File: src/inc/wws_pkg.sv
package wws_pkg;
    // Clock rate and time units
    localparam longint CLK_HZ = 40000000;
    // Watchdog period, in microseconds
    localparam longint WATCHDOG_PERIOD_US = 100000;
    // One tick is a fortieth of the watchdog period
    localparam int TICK_DIV = 40;
    // Cycles in one tick (2.5 ms at 40 MHz)
    localparam longint TICK_CYCLES_L =
        (CLK_HZ * WATCHDOG_PERIOD_US) / (TICK_DIV * 1000000);
    localparam int TICK_CYCLES = int'(TICK_CYCLES_L);
    // Span lengths in ticks
    localparam logic [5:0] CLOSED_SPAN_TICKS = 6'h20;
    localparam logic [5:0] OPEN_SPAN_TICKS = 6'h10;
    localparam logic [5:0] KICK_FAIL_PULSE_TICKS = 6'h01;
    localparam logic [5:0] HOLD_TICKS = 6'h28;
    // Comparator low filter time in nanoseconds (5 us)
    localparam longint LOW_FILTER_NS = 5000;
    localparam int LOW_FILTER_CYCLES =
        int'((LOW_FILTER_NS * CLK_HZ) / 1000000000);
    // Good services needed before enable
    localparam logic [1:0] GOOD_KICKS_NEEDED = 2'h3;
    // Reset values
    localparam logic [21:0] CYC_RESET = 22'h000000;
    localparam logic [5:0] TICK_RESET = 6'h00;
    localparam logic [1:0] GOOD_RESET = 2'h0;
    localparam logic [7:0] FILT_RESET = 8'h00;

    // Supervisor states
    typedef enum logic [2:0] {
        WWS_POWER_DOWN = 3'b000,
        WWS_HOLD = 3'b001,
        WWS_CLOSED = 3'b010,
        WWS_OPEN = 3'b011,
        WWS_FAIL_PULSE = 3'b100
    } wws_state_t;
endpackage : wws_pkg

File: src/design/wws_supervisor.sv
// Summary of operation
// - Missed open window gives one-tick reset pulse
// - Early kick resets, restarts at closed window
// - No kicks repeat closed, open, pulse cycle
// - Repeat ends on open-window kick or low voltage
// - Voltage good starts hold, reset held low
// - Kicks ignored during hold delay
// - Hold end releases reset, closed window starts
// - Open-window kick restarts timer, no reset
// - Voltage low over 5 us forces reset
// - After low voltage, kicks wait for power-up
// - Enable inactive whenever reset is asserted
// - Enable active after three good kicks
// - Closed window 32 ticks after each restart
// - Open window 16 ticks after closed window
// - Hold delay equals watchdog period, 40 ticks
// The supervisor sits between a host processor and the system it resets.
// Every span is counted in ticks of one prescaler, so the closed window,
// the open window, the fail pulse and the power-up hold keep the same
// ratios whatever the tick length is.
// Both pins are asynchronous and pass two flip-flops before use; the
// reaction to a kick or to voltage good therefore lags it by two to three clocks.
module wws_supervisor
    import wws_pkg::*;
#(
    // Cycles in one tick; shorter values only shrink the time scale
    parameter int TICK_LEN = TICK_CYCLES
)
(
    input wire logic i_clock,
    input wire logic i_reset_n,
    input wire logic i_kick_input_n,
    input wire logic i_monitored_voltage_level,
    output logic o_supervisor_rst_out_n,
    output logic o_enable_n
);

    // Pin synchronisers
    logic kick_s1_r;
    logic kick_s2_r;
    logic kick_d_r;
    logic volt_s1_r;
    logic volt_s2_r;
    // Timebase and state
    logic [21:0] cyc_r;
    logic tick;
    logic [5:0] ticks_r;
    wws_state_t state_r;
    wws_state_t state_nxt;
    logic [7:0] low_cnt_r;
    logic volt_low;
    logic kick_fall;
    logic [1:0] good_r;
    logic restart;
    logic good_kick;

    // Two-flop synchronisers for both pins
    always_ff @(posedge i_clock or negedge i_reset_n) begin
        if (!i_reset_n) begin
            kick_s1_r <= 1'b1;
            kick_s2_r <= 1'b1;
            kick_d_r <= 1'b1;
            volt_s1_r <= 1'b0;
            volt_s2_r <= 1'b0;
        end else begin
            kick_s1_r <= i_kick_input_n;
            kick_s2_r <= kick_s1_r;
            kick_d_r <= kick_s2_r;
            volt_s1_r <= i_monitored_voltage_level;
            volt_s2_r <= volt_s1_r;
        end
    end

    // Kick is a falling edge of the synchronised pin
    // The delay flop resets high, like the idle pin, so that leaving
    // reset never looks like a falling edge
    assign kick_fall = kick_d_r & ~kick_s2_r;

    // Low-voltage filter: must stay low over 5 us
    // A short dip restarts the count, so noise on the comparator flag
    // cannot throw the system into a power-down reset
    // The count saturates, keeping the override active while low
    always_ff @(posedge i_clock or negedge i_reset_n) begin
        if (!i_reset_n) begin
            low_cnt_r <= FILT_RESET;
        end else if (volt_s2_r) begin
            low_cnt_r <= FILT_RESET;
        end else if (low_cnt_r != 8'(LOW_FILTER_CYCLES)) begin
            low_cnt_r <= low_cnt_r + 8'h01;
        end
    end
    assign volt_low = (low_cnt_r == 8'(LOW_FILTER_CYCLES));

    // Restart timebase whenever the state changes
    // Each span therefore starts on a fresh prescaler count, and a kick
    // late in a tick does not shorten the following window
    assign restart = (state_nxt != state_r);

    // Prescaler: one tick per fortieth of the period
    always_ff @(posedge i_clock or negedge i_reset_n) begin
        if (!i_reset_n) begin
            cyc_r <= CYC_RESET;
        end else if (restart || tick) begin
            cyc_r <= CYC_RESET;
        end else begin
            cyc_r <= cyc_r + 22'h000001;
        end
    end
    // The prescaler wraps on the tick itself
    assign tick = (cyc_r == 22'(TICK_LEN - 1));

    // Tick counter within the current span
    // Six bits cover the longest span, the forty-tick hold delay
    always_ff @(posedge i_clock or negedge i_reset_n) begin
        if (!i_reset_n) begin
            ticks_r <= TICK_RESET;
        end else if (restart) begin
            ticks_r <= TICK_RESET;
        end else if (tick) begin
            ticks_r <= ticks_r + 6'h01;
        end
    end

    // A kick in the open window counts as good service
    // A kick in the last cycle of the open window still counts, since
    // the kick branch has priority over the timeout branch below
    assign good_kick = (state_r == WWS_OPEN) && kick_fall;

    // Next-state logic
    // Power-down and hold ignore the kick pin entirely
    // Closed window: any kick is a fault and gives a fail pulse
    // Open window: a kick restarts, a timeout gives a fail pulse
    // Fail pulse: one tick, then a fresh closed window
    // The low-voltage override is applied last so that it wins
    always_comb begin
        state_nxt = state_r;
        case (state_r)
            WWS_POWER_DOWN: begin
                // Voltage good starts hold delay
                if (volt_s2_r) begin
                    state_nxt = WWS_HOLD;
                end
            end
            WWS_HOLD: begin
                // Kicks ignored here
                if (tick && ticks_r == HOLD_TICKS - 6'h01) begin
                    state_nxt = WWS_CLOSED;
                end
            end
            WWS_CLOSED: begin
                if (kick_fall) begin
                    state_nxt = WWS_FAIL_PULSE;
                end else if (tick &&
                    ticks_r == CLOSED_SPAN_TICKS - 6'h01) begin
                    state_nxt = WWS_OPEN;
                end
            end
            WWS_OPEN: begin
                if (kick_fall) begin
                    state_nxt = WWS_CLOSED;
                end else if (tick &&
                    ticks_r == OPEN_SPAN_TICKS - 6'h01) begin
                    state_nxt = WWS_FAIL_PULSE;
                end
            end
            WWS_FAIL_PULSE: begin
                // Pulse done, new cycle from a closed window
                if (tick &&
                    ticks_r == KICK_FAIL_PULSE_TICKS - 6'h01) begin
                    state_nxt = WWS_CLOSED;
                end
            end
            default: begin
                state_nxt = WWS_POWER_DOWN;
            end
        endcase
        // Low voltage overrides everything
        if (volt_low) begin
            state_nxt = WWS_POWER_DOWN;
        end
    end

    // State register
    // Reset enters power-down, where the reset output is held low
    always_ff @(posedge i_clock or negedge i_reset_n) begin
        if (!i_reset_n) begin
            state_r <= WWS_POWER_DOWN;
        end else begin
            state_r <= state_nxt;
        end
    end

    // Consecutive good-service counter, saturating
    // Clearing has priority over counting: entering any reset state
    // restarts qualification from zero, whatever the cause
    always_ff @(posedge i_clock or negedge i_reset_n) begin
        if (!i_reset_n) begin
            good_r <= GOOD_RESET;
        end else if (state_nxt == WWS_POWER_DOWN ||
            state_nxt == WWS_HOLD || state_nxt == WWS_FAIL_PULSE) begin
            good_r <= GOOD_RESET;
        end else if (good_kick && good_r != GOOD_KICKS_NEEDED) begin
            good_r <= good_r + 2'h1;
        end
    end

    // Registered outputs; reset low and enable high while reset states are next
    // Both outputs come from flops fed by the next state, so they
    // change on the same edge as the state and never glitch
    // Enable falls on the edge of the third good kick
    always_ff @(posedge i_clock or negedge i_reset_n) begin
        if (!i_reset_n) begin
            o_supervisor_rst_out_n <= 1'b0;
            o_enable_n <= 1'b1;
        end else begin
            o_supervisor_rst_out_n <= (state_nxt == WWS_CLOSED) ||
                (state_nxt == WWS_OPEN);
            o_enable_n <= !(((state_nxt == WWS_CLOSED) ||
                (state_nxt == WWS_OPEN)) &&
                (good_r == GOOD_KICKS_NEEDED ||
                (good_kick && good_r == GOOD_KICKS_NEEDED - 2'h1)));
        end
    end

endmodule : wws_supervisor

File: config.mk
export PLATFORM = sky130hd
export DESIGN_NAME = wws_supervisor
export DESIGN_NICKNAME = d
export VERILOG_FILES = /design/src/inc/wws_pkg.sv /design/src/design/wws_supervisor.sv
export SDC_FILE = /design/constraint.sdc
export NUM_CORES = 1
export LEC_CHECK = 0
export BUFFER_PORTS_ARGS = -buffer_cell sky130_fd_sc_hd__buf_2
export CAP_MARGIN = 20
export CORE_MARGIN = 5
export CORE_UTILIZATION = 33
export DETAILED_ROUTE_END_ITERATION = 12
export PLACE_DENSITY = 0.51
export SLEW_MARGIN = 20
export SYNTH_ARGS = -nofsm -noshare
export SYNTH_HDL_FRONTEND = slang
export SYNTH_SLANG_ARGS = --single-unit
File: constraint.sdc
create_clock -name i_clock -period 2.24 [get_ports i_clock]
set_input_delay 0.112 -clock i_clock [delete_from_list [all_inputs] [get_ports i_clock]]
set_output_delay 0.112 -clock i_clock [all_outputs]
set_load 0.01 [all_outputs]
* Word-level counts from Yosys, hierarchy flattened
Cells that the tools add are included.
Storage, ports and cells: bits in registers 48, input port bits 4, output and inout port bits 2, logic and storage cells 72
Cells by class: add/sub/neg operators 4, eq/ne operators 18, mux-type cells 16, bitwise gates (word level) 2, reductions and logical operators 20
Operators by type and width (number):
- 3-bit two-way mux | 8
- 22-bit by 1-bit adder with 22-bit output, second input constant | 1
- 22-bit by 17-bit == test with 1-bit output, second input constant | 1
- 22-bit two-way mux | 1
- 8-bit two-way mux | 2
- 3-bit case mux with 5 select lines | 1
- 3-bit by 2-bit == test with 1-bit output, second input constant | 4
- 6-bit two-way mux | 2
- 8-bit by 1-bit adder with 8-bit output, second input constant | 1
- 8-bit == test, second input constant | 1
- 1-bit logical AND | 8
- 8-bit != test, second input constant | 1
- 6-bit by 1-bit adder with 6-bit output, second input constant | 1
- 3-bit by 1-bit == test with 1-bit output, second input constant | 2
- 3-bit == test, second input constant | 2
- 6-bit by 4-bit == test with 1-bit output, second input constant | 1
- 6-bit by 5-bit == test with 1-bit output, second input constant | 1
- 6-bit == test, second input constant | 1
- 3-bit logical NOT | 2
- 6-bit logical NOT | 1
- 2-bit nonzero test | 3
- 1-bit logical OR | 5
- 2-bit == test, second input constant | 2
- 2-bit two-way mux | 2
- other kinds (6) | 6

* Logic depth before layout (Yosys ltp)
Gate-level depths: netlist (run 1).
word-level depth 10, gate-level depth with buffers 10, depth with buffers taken out 8

* Least setup slack after synthesis (run 1)
Ideal clock, no wire load.
path type flip-flop to flip-flop, start reg cyc_r[0], end reg cyc_r[10], setup time 0.126 ns, arrival 2.316 ns, data required time 2.114 ns, slack -0.202 ns, cell stages (with the launch flop) 9, path buffers 1, period minus slack after synthesis 2.442 ns, cells stage by stage dfrtp_1 ha_1 nand4_1 or4_1 nor4_2 a41oi_1 a211oi_4 buf_6 nor4b_1
Between the ends: cells in the longest elaborated chain, start to end 9, elaborated cells on any way between the ends 17, those cells by class add/sub (1); eq/ne (2); mux (9); reduce/logical (5)
RTL lines:
- start, declared | line wws_supervisor.sv:45 | logic [21:0] cyc_r;
- start signal, assigned | line wws_supervisor.sv:106 | cyc_r <= cyc_r + 22'h000001;
- 22-bit by 17-bit == test with 1-bit output | line wws_supervisor.sv:110 | assign tick = (cyc_r == 22'(TICK_LEN - 1));
- 1-bit logical AND (on tied branches) | line wws_supervisor.sv:161, wws_supervisor.sv:153
- 3-bit two-way mux (on tied branches) | line wws_supervisor.sv:161, wws_supervisor.sv:153
- 3-bit two-way mux (on tied branches) | line wws_supervisor.sv:159, wws_supervisor.sv:151
- 3-bit case mux with 5 select lines | line wws_supervisor.sv:137 | case (state_r)
- 3-bit two-way mux | line wws_supervisor.sv:178 | if (volt_low) begin
- 3-bit != test | line wws_supervisor.sv:97 | assign restart = (state_nxt != state_r);
- 1-bit logical OR | line wws_supervisor.sv:103 | end else if (restart || tick) begin
- 22-bit two-way mux * | line wws_supervisor.sv:103
Every way passes the cells marked *; elsewhere a longest branch is shown, timed or not. A chain may end at the register's enable or synchronous reset.

* Worst setup path after layout (run 1)
start reg cyc_r[0], end reg cyc_r[16]
The elaborated chain is that of the path after synthesis.

==> results.md, run 1 <==
* Crit. End Element: flop
* Crit Path Max Fanout at 7
* Clock sink total at 48
* Slew HR at 0.6298
* Int Pwr at roughly 1400 µW
* Crit path kind: reg -> reg
* Die Height at 100.1 µm
* Worst slew pin tran at roughly 0.56 ns
* RSZ-0062 raised after global routing: true
* Final period utilization at 1.022
* Worst-Skew Late Latency at approximately 0.3 ns
* Grt ovf at 0
* Area growth, synth to finish at 30.91%
* Post-Syn Instances at 281
* Vias per Instance at 5.072
* Die footprint at 10020 µm²
* Tightest Hold Check Type: in -> async
* Global placement routability congestion at 0.8309
* Final hold violations at 0
* Ys async rst share at 1.000
* Core area at just under 8000 µm²
* Library cells used by synthesis at 44
* Post-synth top cells: 44 x dfrtp_1, 33 x nor2_1, 30 x nand2_1
* Clk buf depth at 2
* Clk slew on worst S/H paths at 0.09 ns
* RR Startpoint: cyc_r[0]$_DFF_PN0_
* Most common cell in the netlist: dfrtp_1
* Main synth FF type: dfrtp_1
* DP HPWL at 4366 µm
* Maximum number of pins on one net before global-route repair at 29
* Total Routing Usage GR at 0.1277
* Proportion of layout cells with a drive suffix above 1 at 0.2853
* Initial core utilization at 0.3433
* CP endpoint: cyc_r[16]$_DFF_PN0_
* Arrival time worst endpoint at 2.48 ns
* H-Tree Depth at 2
* Slew Limit Fails at 0
* Switching power at 544.2 µW
* DR vias at 2242
* Sw Ratio at 0.2741
* Worst r2r dst: cyc_r[16]$_DFF_PN0_
* Total Wirelength at between 6000 and 7000 µm
* # port buffers at 5
* Post-layout util at 0.4494
* Antenna diode count at 0
* Final worst slack at -0.04862 ns
* Sequential area share after synthesis at 0.4500
* Antenna violations before repair at 0
* Post-synthesis cell area at 2680 µm²
* Area contributors post-synth: dfrtp_1 41%, xnor2_1 6.9%, nor2_1 4.6%, nand2_1 4.2%, dfstp_2 3.9%
* Die X at around 100 µm
* Initial drt markers at 86
* Min Tclk post-route at around 2.3 ns
* Logic gate share of total power at 0.221
* Final setup violation count at 28
* R2R depth at 10
* Syn Area/Cell at 9.538 µm²
* Nets@finish at ~350
* Clock root cell: clkbuf_8
* Failing checks: setup timing
* Final cell count without fillers at 442
* Final Skew at 0.007521 ns
* First-pass GRT wire length at around 10000 µm
* Wire per inst at 14.38 µm
* Post-route DRC at 0
* Status: finished with violations
* YS warnings at 0
* Worst reg2reg setup slack at -0.05 ns
* Worst Setup SP: cyc_r[0]$_DFF_PN0_
* Cells after DPL at 427
* Clock power frac at 0.277
* Seq pwr share at 0.502
* Pre-antenna DRT Iters at 5
* Crit path launch type: flop
* Syn_nets at 292
* Peak Freq at around 0.44 GHz
* CTS tree: built
* #FFs+latches synth at 48
* Data required, critical path at 2.43 ns
* Worst vdd ir at around 0.23 mV
* Vias in the first global route at 2161
* Max-Cap Viols at 0
* Hold_ws at 0.3377 ns
* FP Rows at 32
* CTS buffer count at 5
* Post-place setup slack at -0.04731 ns
* Post-synth EDFFs at 0
* Synth area leader: dfrtp_1
* Io pins at 6
* PwrDens at 565.9 nW/µm²
* Area share of the largest cell type after synthesis at 0.4108
* Leak Pwr at approximately 0.0015 µW
* Routed Antenna Nets at 0
-- power by group through the flow --
stage / Clock, µW / Combinational [µW] / Sequential (µW)
6_report: 550 / 438 / 997
4_1_cts: 583 / 432 / 993
5_1_grt: 616 / 487 / 1010
3_5_place_dp: 0 / 422 / 1010
3_3_place_gp: 0 / 419 / 1010
2_1_floorplan: 0 / 227 / 1010
-- timing repair --
action / 4_1_cts / 5_1_grt
hold buffers: 3 / 0
endpoints found under the setup margin: 29 / 34
hold endpoints to repair: 22 / 0
cloned: 0 / 3
buffers inserted: 0 / 2
resized for setup: 3 / 13
pin swaps: 0 / 7
-- routing by layer --
metal  vias to the layer above  part of all wire  routed length, µm  track usage
li1                       1115                 -                  -            -
met1                      1095              0.50               3198       0.1732
met2                        26              0.46               2919       0.2085
met3                         6             0.028                177      0.02085
met4                         0            0.0094                 60      0.04041
met5                         -                 0                  0            0
-- worst max-delay path, cell delays in order (launching register included) --
cell and delay, ns:
dfrtp_1 0.40, ha_4 0.17, and4_4 0.21, nand4_1 0.10, buf_6 0.16, or3_4 0.39
nor2b_4 0.15, a211oi_4 0.21, buf_6 0.17, clkbuf_16 0.16, nor4b_1 0.05
-- how the worst min path moves through the flow --
stage	from	end	slack, ns	depth (start not counted)
detailed placement	i_reset_n	cyc_r[19]$_DFF_PN0_	0.14	1
CTS	i_reset_n	cyc_r[19]$_DFF_PN0_	0.35	2
global placement	i_reset_n	cyc_r[19]$_DFF_PN0_	0.14	1
finish	i_reset_n	cyc_r[19]$_DFF_PN0_	0.34	2
global route	kick_s1_r$_DFF_PN1_	kick_s2_r$_DFF_PN1_	0.37	0
floorplan	i_reset_n	cyc_r[0]$_DFF_PN0_	-0.18	0
-- cell families (layout without fill, tap and decap cells) --
family | count (synthesis) | count (layout) | share of synthesized area
simple gates | 151 | 151 | 0.3091
fa+ha+maj | 7 | 7 | 0.03268
mux | 5 | 5 | 0.01961
flops | 48 | 48 | 0.4500
compound gates | 19 | 19 | 0.05136
buf+inv | 19 | 78 | 0.03267
xor+xnor | 32 | 32 | 0.1046
-- layout make-up --
cell class	instances	area [µm²]
Tap cell	102	127.6
Fill cell	761	4299
Sequential cell	48	1206
Multi-Input combinational cell	214	1500
Clock buffer	7	96.34
Timing Repair Buffer	62	544.3
Inverter	9	33.78
-- cells in the final DEF, fill, tap and decap left out, types with 6 or more instances in the layout --
cell,netlist,final
buf_4,0,46
clkbuf_8,0,7
dfrtp_1,44,44
ha_1,7,6
inv_1,9,8
nand2_1,30,30
nand3_1,16,16
nand4_1,11,11
nor2_1,33,32
nor4_1,9,9
nor4b_1,10,8
xnor2_1,21,21
xor2_1,11,11
-- through the flow --
step	setup TNS (ns)	power, µW	area, µm²
floorplan	0	1240	2733
global placement	-1.347	1428	3227
detailed placement	-0.7895	1433	3227
CTS	0	2008	3368
global route	-3.195	2114	3508
finish	-0.8382	1985	3508
-- flip-flops by register name, indices dropped and copies added, names as in the netlist --
signal                  cells
kick_s2_r                   1
kick_d_r                    1
o_enable_n                  1
volt_s1_r                   1
ticks_r                     6
kick_s1_r                   1
cyc_r                      22
good_r                      2
low_cnt_r                   8
o_supervisor_rst_out_n      1
volt_s2_r                   1
state_r                     3
No activity file was read; power rests on OpenSTA's default activity.
==> run 2: changes to the inputs <==
--- a/config.mk
+++ b/config.mk
@@ -10,7 +10,7 @@
 export CORE_MARGIN = 5
 export CORE_UTILIZATION = 33
 export DETAILED_ROUTE_END_ITERATION = 12
-export PLACE_DENSITY = 0.51
+export PLACE_DENSITY_LB_ADDON = 0.12
 export SLEW_MARGIN = 20
 export SYNTH_ARGS = -nofsm -noshare
 export SYNTH_HDL_FRONTEND = slang
==> run 2 against run 1 <==
Effect of this change: the flow still finishes with violations (setup timing); hold slack gained 0.020 ns; count of clock-buffer cells in the layout shrank 1; sequential cell count is the same; clock skew grew 0.0023 ns; via count grew 0.67%; fmax shrank 0.18%; worst setup slack lost 0.0042 ns; sequential power is essentially flat; non-clock buffer count grew 7; global-route usage grew 1.3 points; clock power grew 23%; critical endpoint is now cyc_r[3]$_DFF_PN0_; largest cell class unchanged.
==> results.md, run 2 (synthesized netlist as in run 1, its figures left out) <==
* Final worst slack at -0.05285 ns (was -0.04862 ns)
* Antenna violations before repair at 0 (unchanged)
* Worst Setup SP: low_cnt_r[0]$_DFFE_PN0P_ (was cyc_r[0]$_DFF_PN0_)
* Status: finished with violations (unchanged)
* Final Skew at 0.009799 ns (was 0.007521 ns)
* Regs by FF count: cyc_r (22), low_cnt_r (8), ticks_r (6) (unchanged)
* Initial drt markers at 111 (was 86)
* Critical Path Max Stage Delay at 0.51 ns (was 0.40 ns)
* Min Tclk post-route at 2.293 ns (was 2.289 ns)
* Vias in the first global route at 2290 (was 2161)
* Peak Freq at 0.4361 GHz (was 0.4369 GHz)
* DP Area at 3207 µm² (was 3227 µm²)
* Crit Path Max Fanout at 7 (unchanged)
* Crit. End Element: flop (unchanged)
* Area growth, synth to finish at 32.73% (was 30.91%)
* Switching power at 569.7 µW (was 544.2 µW)
* Vias per Instance at 5.016 (was 5.072)
* Total Routing Usage GR at 0.1404 (was 0.1277)
* Slew Limit Fails at 0 (unchanged)
* Hold_ws at 0.3574 ns (was 0.3377 ns)
* Final period utilization at 1.024 (was 1.022)
* Data required, critical path at 2.43 ns (about the same)
* Commonest cells after routing, fill and taps aside: 57 x buf_4, 43 x dfrtp_1, 33 x nor2_1 (was 46 x buf_4, 44 x dfrtp_1, 32 x nor2_1)
* Crit path launch type: flop (unchanged)
* Max-Cap Viols at 0 (unchanged)
* CP Cell Sequence: inv_2, ha_1, nand3b_1, or4_4, nand4_1, o221ai_4, a211oi_4, buf_4, clkbuf_16, nor4b_1 (was ha_4, and4_4, nand4_1, buf_6, or3_4, nor2b_4, a211oi_4, buf_6, clkbuf_16, nor4b_1)
* Grt ovf at 0 (unchanged)
* Clk slew on worst S/H paths at 0.10 ns (was 0.09 ns)
* Core area at 7807 µm² (unchanged)
* Number of flip-flops in the largest register at 22 (unchanged)
* GR Util met2 at 0.2288 (was 0.2085)
* # port buffers at 5 (unchanged)
* Tightest Hold Check Type: reg -> reg (was in -> async)
* Proportion of layout cells with a drive suffix above 1 at 0.2902 (was 0.2853)
* Wire per inst at 14.83 µm (was 14.38 µm)
* First-pass GRT wire length at 11420 µm (was 10420 µm)
* Sequential cell area at 1207 µm² (was 1206 µm²)
* Int Pwr at 1523 µW (was 1441 µW)
* Sw Ratio at 0.2722 (was 0.2741)
* Antenna diode count at 0 (unchanged)
* DP HPWL at 4309 µm (was 4366 µm)
* PwrDens at 588.2 nW/µm² (was 565.9 nW/µm²)
* Clock sink total at 48 (unchanged)
* Clk buf depth at 2 (unchanged)
* DR vias at 2257 (was 2242)
* Slew HR at 0.5765 (was 0.6298)
* Worst reg2reg setup slack at -0.05 ns (about the same)
* Die Height at 100.1 µm (unchanged)
* Worst r2r dst: cyc_r[3]$_DFF_PN0_ (was cyc_r[16]$_DFF_PN0_)
* Clock power frac at 0.325 (was 0.277)
* Final setup violation count at 28 (unchanged)
* CP max stage cell: or4_4 (was dfrtp_1)
* Layout fillers at 776 (was 761)
* Total Wirelength at 6675 µm (was 6354 µm)
* Arrival time worst endpoint at 2.49 ns (was 2.48 ns)
* GRT met3 Usage at 0.02224 (was 0.02085)
* Die footprint at 10020 µm² (unchanged)
* Crit path kind: reg -> reg (unchanged)
* Seq pwr share at 0.476 (was 0.502)
* Most common cell after layout, fill and taps aside: buf_4 (unchanged)
* Maximum number of pins on one net before global-route repair at 49 (was 29)
* RR Startpoint: low_cnt_r[0]$_DFFE_PN0P_ (was cyc_r[0]$_DFF_PN0_)
* FP Rows at 32 (unchanged)
* Logic gate share of total power at 0.199 (was 0.221)
* Nets@finish at 358 (was 351)
* Worst slew pin tran at 0.6352 ns (was 0.5552 ns)
* Post-route DRC at 0 (unchanged)
* GRT Max-Usage Layer: met2 (unchanged)
* Grt met1 use at 0.1943 (was 0.1732)
* Pre-antenna DRT Iters at 4 (was 5)
* H-Tree Depth at 2 (unchanged)
* Fin Setup TNS at -0.8779 ns (was -0.8382 ns)
* CTS tree: built (unchanged)
* Clock root cell: clkbuf_8 (unchanged)
* Io pins at 6 (unchanged)
* Worst-Skew Late Latency at 0.30 ns (about the same)
* Final Cell Area at 3557 µm² (was 3508 µm²)
* Failing checks: setup timing (unchanged)
* CTS buffer count at 5 (unchanged)
* Global placement routability congestion at 0.7972 (was 0.8309)
* Multi-input logic area at 1491 µm² (was 1500 µm²)
* Routed Antenna Nets at 0 (unchanged)
* R2R depth at 10 (unchanged)
* Initial core utilization at 0.3433 (unchanged)
* CP endpoint: cyc_r[3]$_DFF_PN0_ (was cyc_r[16]$_DFF_PN0_)
* Largest Register: cyc_r (unchanged)
* Leak Pwr at 0.001536 µW (was 0.001515 µW)
* Worst vdd ir at 0.3428 mV (was 0.2260 mV)
* Final hold violations at 0 (unchanged)
* RSZ-0062 raised after global routing: true (unchanged)
* Die X at 100.1 µm (unchanged)
==> run 2: cell count changes in the layout (fill, tap and decap cells not counted), sizes merged <==
cell,before,now
clkbuf,9,7
buf,57,65
bufinv,0,1
clkinv,0,1
==> run 2: what timing repair did <==
action | 4_1_cts | 5_1_grt
hold buffers | 3 | 0
gates cloned | 1 | 1
pin swaps | 0 | 2
endpoints found under the hold margin | 46 | 0
endpoints found under the setup margin | 32 | 31
gates resized for setup | 7 | 5
buffers inserted | 5 | 6
==> run 2: layer usage <==
metal	up-vias	share of wire
met1	1087	0.47
li1	1129	-
met3	6	0.025
met2	35	0.50
met5	-	0
met4	0	0.0099
==> run 2: through the flow <==
stage          std cells  utilization  setup WS, ns  total power [µW]
2_1_floorplan        281            -      0.001811              1240
3_5_place_dp         426       0.4107      -0.06993              1419
6_report             450       0.4556      -0.05285              2092
5_1_grt              450       0.4556       -0.1843              2215
3_3_place_gp         426       0.4107      -0.07933              1418
4_1_cts              443       0.4425      -0.01273              2128
==> run 2: cell type report <==
class | count | share of cell area
Clock inverter | 2 | 0.01090
Clock buffer | 6 | 0.02321
Timing Repair Buffer | 69 | 0.1618
Inverter | 9 | 0.009497
Tap cell | 102 | 0.03588
Multi-Input combinational cell | 214 | 0.4193
Sequential cell | 48 | 0.3394
==> run 2: worst max-delay path, delay by kind of cell (launching register included) <==
| family | cells | cell delay, ns |
|---|---|---|
| adder cells (fa/ha/maj) | 1 | 0.14 |
| AO/OA/AOI/OAI | 2 | 0.40 |
| buffers and inverters | 3 | 0.40 |
| AND/OR/NAND/NOR | 4 | 0.85 |
| flip-flops | 1 | 0.40 |
==> run 2: worst min-delay path by stage <==
stage                        startpoint                  end  cells after the start
floorplan                     i_reset_n   cyc_r[0]$_DFF_PN0_                      0
global placement         i_kick_input_n  kick_s1_r$_DFF_PN1_                      1
detailed placement       i_kick_input_n  kick_s1_r$_DFF_PN1_                      1
CTS                 volt_s1_r$_DFF_PN0_  volt_s2_r$_DFF_PN0_                      0
global route        kick_s1_r$_DFF_PN1_  kick_s2_r$_DFF_PN1_                      0
finish              volt_s1_r$_DFF_PN0_  volt_s2_r$_DFF_PN0_                      0
==> run 2: power groups by stage <==
stage / clock network (µW) / registers (µW) / logic (µW)
floorplan: 0 / 1010 / 227
global placement: 0 / 1010 / 405
detailed placement: 0 / 1010 / 407
CTS: 714 / 997 / 417
global route: 735 / 1010 / 472
finish: 679 / 997 / 416
==> run 3: changes to the inputs <==
--- a/config.mk
+++ b/config.mk
@@ -5,6 +5,7 @@
 export SDC_FILE = /design/constraint.sdc
 export NUM_CORES = 1
 export LEC_CHECK = 0
+export ABC_AREA = 1
 export BUFFER_PORTS_ARGS = -buffer_cell sky130_fd_sc_hd__buf_2
 export CAP_MARGIN = 20
 export CORE_MARGIN = 5
==> run 3 against run 2 <==
Effect of this change: the flow now finishes without violations; clock power fell by 7.8%; critical path type unchanged; synthesized cell count rose by 9.3%; critical path depth rose by 3; via count fell by 12%; cell area fell by 12%; area after synthesis fell by 2.6%; clock skew fell by 0.0033 ns; combinational power fell by 33%; fmax rose by 6.1%; first-iteration DRC count rose by 1.8%.
==> results.md, run 3 <==
* Worst vdd ir at 0.3298 mV (was 0.3428 mV)
* Crit path launch type: flop (unchanged)
* YS warnings at 0 (unchanged)
* Ys async rst share at 1.000 (unchanged)
* Mux contribution to synthesized area at 0.003835 (was 0.01961)
* Wire per inst at 11.69 µm (was 14.83 µm)
* Global placement routability congestion at 0.8181 (was 0.7972)
* Post-synth EDFFs at 0 (unchanged)
* Core area at 7727 µm² (was 7807 µm²)
* CTS tree: built (unchanged)
* Io pins at 6 (unchanged)
* Main combinational cell family by area after synthesis: simple AND/OR/NAND/NOR gates (unchanged)
* Vias in the first global route at 1863 (was 2290)
* Antenna diode count at 0 (unchanged)
* Layout fillers at 778 (was 776)
* Synth Area in Simple Gates at 0.3174 (was 0.3091)
* Total Wirelength at 5122 µm (was 6675 µm)
* Tightest Hold Check Type: in -> async (was reg -> reg)
* Slew Limit Fails at 0 (unchanged)
* Final cell count without fillers at 438 (was 450)
* Pre-antenna DRT Iters at 4 (unchanged)
* Post-synth top cells: 51 x nand2_1, 46 x inv_1, 44 x dfrtp_1 (was 44 x dfrtp_1, 33 x nor2_1, 30 x nand2_1)
* Sequential area share after synthesis at 0.4621 (was 0.4500)
* Status: finished, final reports clean (was finished with violations)
* H-Tree Depth at 2 (unchanged)
* Main synth FF type: dfrtp_1 (unchanged)
* Final hold violations at 0 (unchanged)
* Final Skew at 0.006497 ns (was 0.009799 ns)
* CTS buffer count at 5 (unchanged)
* Die footprint at 9788 µm² (was 10020 µm²)
* Maximum number of pins on one net before global-route repair at 49 (unchanged)
* Final worst slack at 0.07991 ns (was -0.05285 ns)
* Post-synthesis cell area at 2610 µm² (was 2680 µm²)
* Design Power at 1846 µW (was 2092 µW)
* Area share of the largest cell type after synthesis at 0.4219 (was 0.4108)
* Area growth, synth to finish at 20.13% (was 32.73%)
* Crit Path Max Fanout at 11 (was 7)
* Peak Freq at 0.4629 GHz (was 0.4361 GHz)
* Critical Path Max Stage Delay at 0.38 ns (was 0.51 ns)
* Post-layout util at 0.4058 (was 0.4556)
* DP Area at 2810 µm² (was 3207 µm²)
* Clk buf depth at 2 (unchanged)
* Antenna violations before repair at 0 (unchanged)
* Post-place setup slack at 0.09268 ns (was -0.06993 ns)
* Clock sink total at 48 (unchanged)
* Initial core utilization at 0.3378 (was 0.3433)
* #FFs+latches synth at 48 (unchanged)
* # port buffers at 5 (unchanged)
* Complex-gate fraction of the synthesized area at 0.02924 (was 0.05135)
* FP Rows at 32 (unchanged)
* Syn Area/Cell at 8.502 µm² (was 9.538 µm²)
* Final Cell Area at 3136 µm² (was 3557 µm²)
* Worst Setup SP: cyc_r[0]$_DFF_PN0_ (was low_cnt_r[0]$_DFFE_PN0P_)
* Initial drt markers at 113 (was 111)
* Final period utilization at 0.9643 (was 1.024)
* Syn_nets at 318 (was 292)
* Largest Register: cyc_r (unchanged)
* Number of flip-flops in the largest register at 22 (unchanged)
* Post-Synth Adder-Cell Area at 0.03356 (was 0.03268)
* CP Cell Sequence: ha_2, nand2_2, nor2_4, nand2_2, nor2_4, buf_4, nand4_1, nand4_1, nand3_1, nand2_2, nand4_4, clkbuf_16, nor2_2 (was inv_2, ha_1, nand3b_1, or4_4, nand4_1, o221ai_4, a211oi_4, buf_4, clkbuf_16, nor4b_1)
* Grt ovf at 0 (unchanged)
* Synth area leader: dfrtp_1 (unchanged)
* Total Routing Usage GR at 0.1057 (was 0.1404)
* Clock root cell: clkbuf_8 (unchanged)
* Leak Pwr at 0.001375 µW (was 0.001536 µW)
* First-pass GRT wire length at 8583 µm (was 11420 µm)
* Area contributors post-synth: dfrtp_1 42%, nand2_1 7.3%, inv_1 6.6%, xor2_1 6.0%, nor2_2 5.0% (was dfrtp_1 41%, xnor2_1 6.9%, nor2_1 4.6%, nand2_1 4.2%, dfstp_2 3.9%)
* RR Startpoint: cyc_r[0]$_DFF_PN0_ (was low_cnt_r[0]$_DFFE_PN0P_)
* Die X at 98.94 µm (was 100.1 µm)
* Post-route DRC at 0 (unchanged)
* Most common cell after layout, fill and taps aside: inv_1 (was buf_4)
* RSZ-0062 raised after global routing: true (unchanged)
* Post-Syn Instances at 307 (was 281)
* Cells after DPL at 418 (was 426)
* CP max stage cell: dfrtp_1 (was or4_4)
* Clk slew on worst S/H paths at 0.09 ns (was 0.10 ns)
* Arrival time worst endpoint at 2.39 ns (was 2.49 ns)
* DP HPWL at 3457 µm (was 4309 µm)
* Worst-Skew Late Latency at 0.30 ns (about the same)
* CP most frequent cell: nand2_2
* XOR/XNOR Fraction of Synth Area at 0.07718 (was 0.1046)
* Most common cell in the netlist: nand2_1 (was dfrtp_1)
* Worst slew pin tran at 0.4447 ns (was 0.6352 ns)
* Nets@finish at 346 (was 358)
* Slew HR at 0.7008 (was 0.5765)
* Data required, critical path at 2.47 ns (was 2.43 ns)
* Max-Cap Viols at 0 (unchanged)
* Commonest cells after routing, fill and taps aside: 46 x inv_1, 45 x nand2_1, 44 x dfrtp_1 (was 57 x buf_4, 43 x dfrtp_1, 33 x nor2_1)
* Vias per Instance at 4.548 (was 5.016)
* Crit path kind: reg -> reg (unchanged)
* DR vias at 1992 (was 2257)
* Final setup violation count at 0 (was 28)
* Library cells used by synthesis at 30 (was 44)
* Routed Antenna Nets at 0 (unchanged)
* Min Tclk post-route at 2.160 ns (was 2.293 ns)
* Crit. End Element: flop (unchanged)
* PwrDens at 588.6 nW/µm² (was 588.2 nW/µm²)
* Proportion of layout cells with a drive suffix above 1 at 0.2262 (was 0.2902)
* Regs by FF count: cyc_r (22), low_cnt_r (8), ticks_r (6) (unchanged)
* Die Height at 98.94 µm (was 100.1 µm)
run 3: layout make-up:
| cell class | count | area [µm²] | area share |
|---|---|---|---|
| well taps | 102 | 127.6 | 0.04070 |
| inverters | 47 | 178.9 | 0.05706 |
| multi-input cells | 210 | 1284 | 0.4094 |
| flip-flops and latches | 48 | 1206 | 0.3847 |
| repair buffers | 23 | 227.7 | 0.07263 |
| clock buffers | 5 | 68.82 | 0.02195 |
| clock inverters | 3 | 42.54 | 0.01357 |
run 3: kinds of logic after synthesis:
| family | Yosys count |
|---|---|
| buffers and inverters | 49 |
| adders and majority gates | 7 |
| and+or+nand+nor | 165 |
| AOI/OAI and AO/OA | 14 |
| xor gates and xnor gates | 23 |
| muxes | 1 |
| DFF | 48 |
run 3: where the power goes:
group / total [µW] / internal, µW / leakage [µW] / switching [µW]
Combinational: 280 / 124 / 0.000681 / 156
Clock: 626 / 331 / 0.0000541 / 295
Sequential: 940 / 909 / 0.000640 / 30.7
run 3: critical path: cells and delay by family, from the launching register on:
family / cells / cell delay [ns]
simple gates: 10 / 1.15
buf+inv: 2 / 0.37
flops: 1 / 0.38
fa+ha+maj: 1 / 0.21
run 3: worst paths after layout:
kind | to | slack, ns | cells after the start
worst min-delay path | ticks_r[2]$_DFFE_PN0P_ | 0.33 | 3
worst max-delay path | cyc_r[5]$_DFF_PN0_ | 0.08 | 13
worst min register to register | volt_s2_r$_DFF_PN0_ | 0.36 | 0
worst max register to register | cyc_r[5]$_DFF_PN0_ | 0.08 | 13
min in group i_clock | volt_s2_r$_DFF_PN0_ | 0.36 | 0
max in group asynchronous | kick_d_r$_DFF_PN1_ | 1.62 | 3
run 3: per-stage QoR:
step	TNS, ns	hold slack [ns]
final	0	0.3291
after global routing	-0.6662	0.3615
after CTS	0	0.3320
after detailed placement	0	0.1236
after global placement	0	0.1280
after floorplan	0	-0.1836
run 3: what timing repair did:
item / in CTS / in global routing
gates resized for setup: 0 / 22
hold endpoints to repair: 46 / 0
hold buffers: 3 / 0
setup buffers: 0 / 7
setup endpoints to repair: 0 / 28
run 3: per-layer routing:
layer  vias up  global-route usage  part of all wire
met5         -                   0                 0
met2        23              0.1575              0.44
met4         0             0.02836            0.0070
li1       1034                   -                 -
met3         4             0.02548             0.025
met1       931              0.1528              0.52
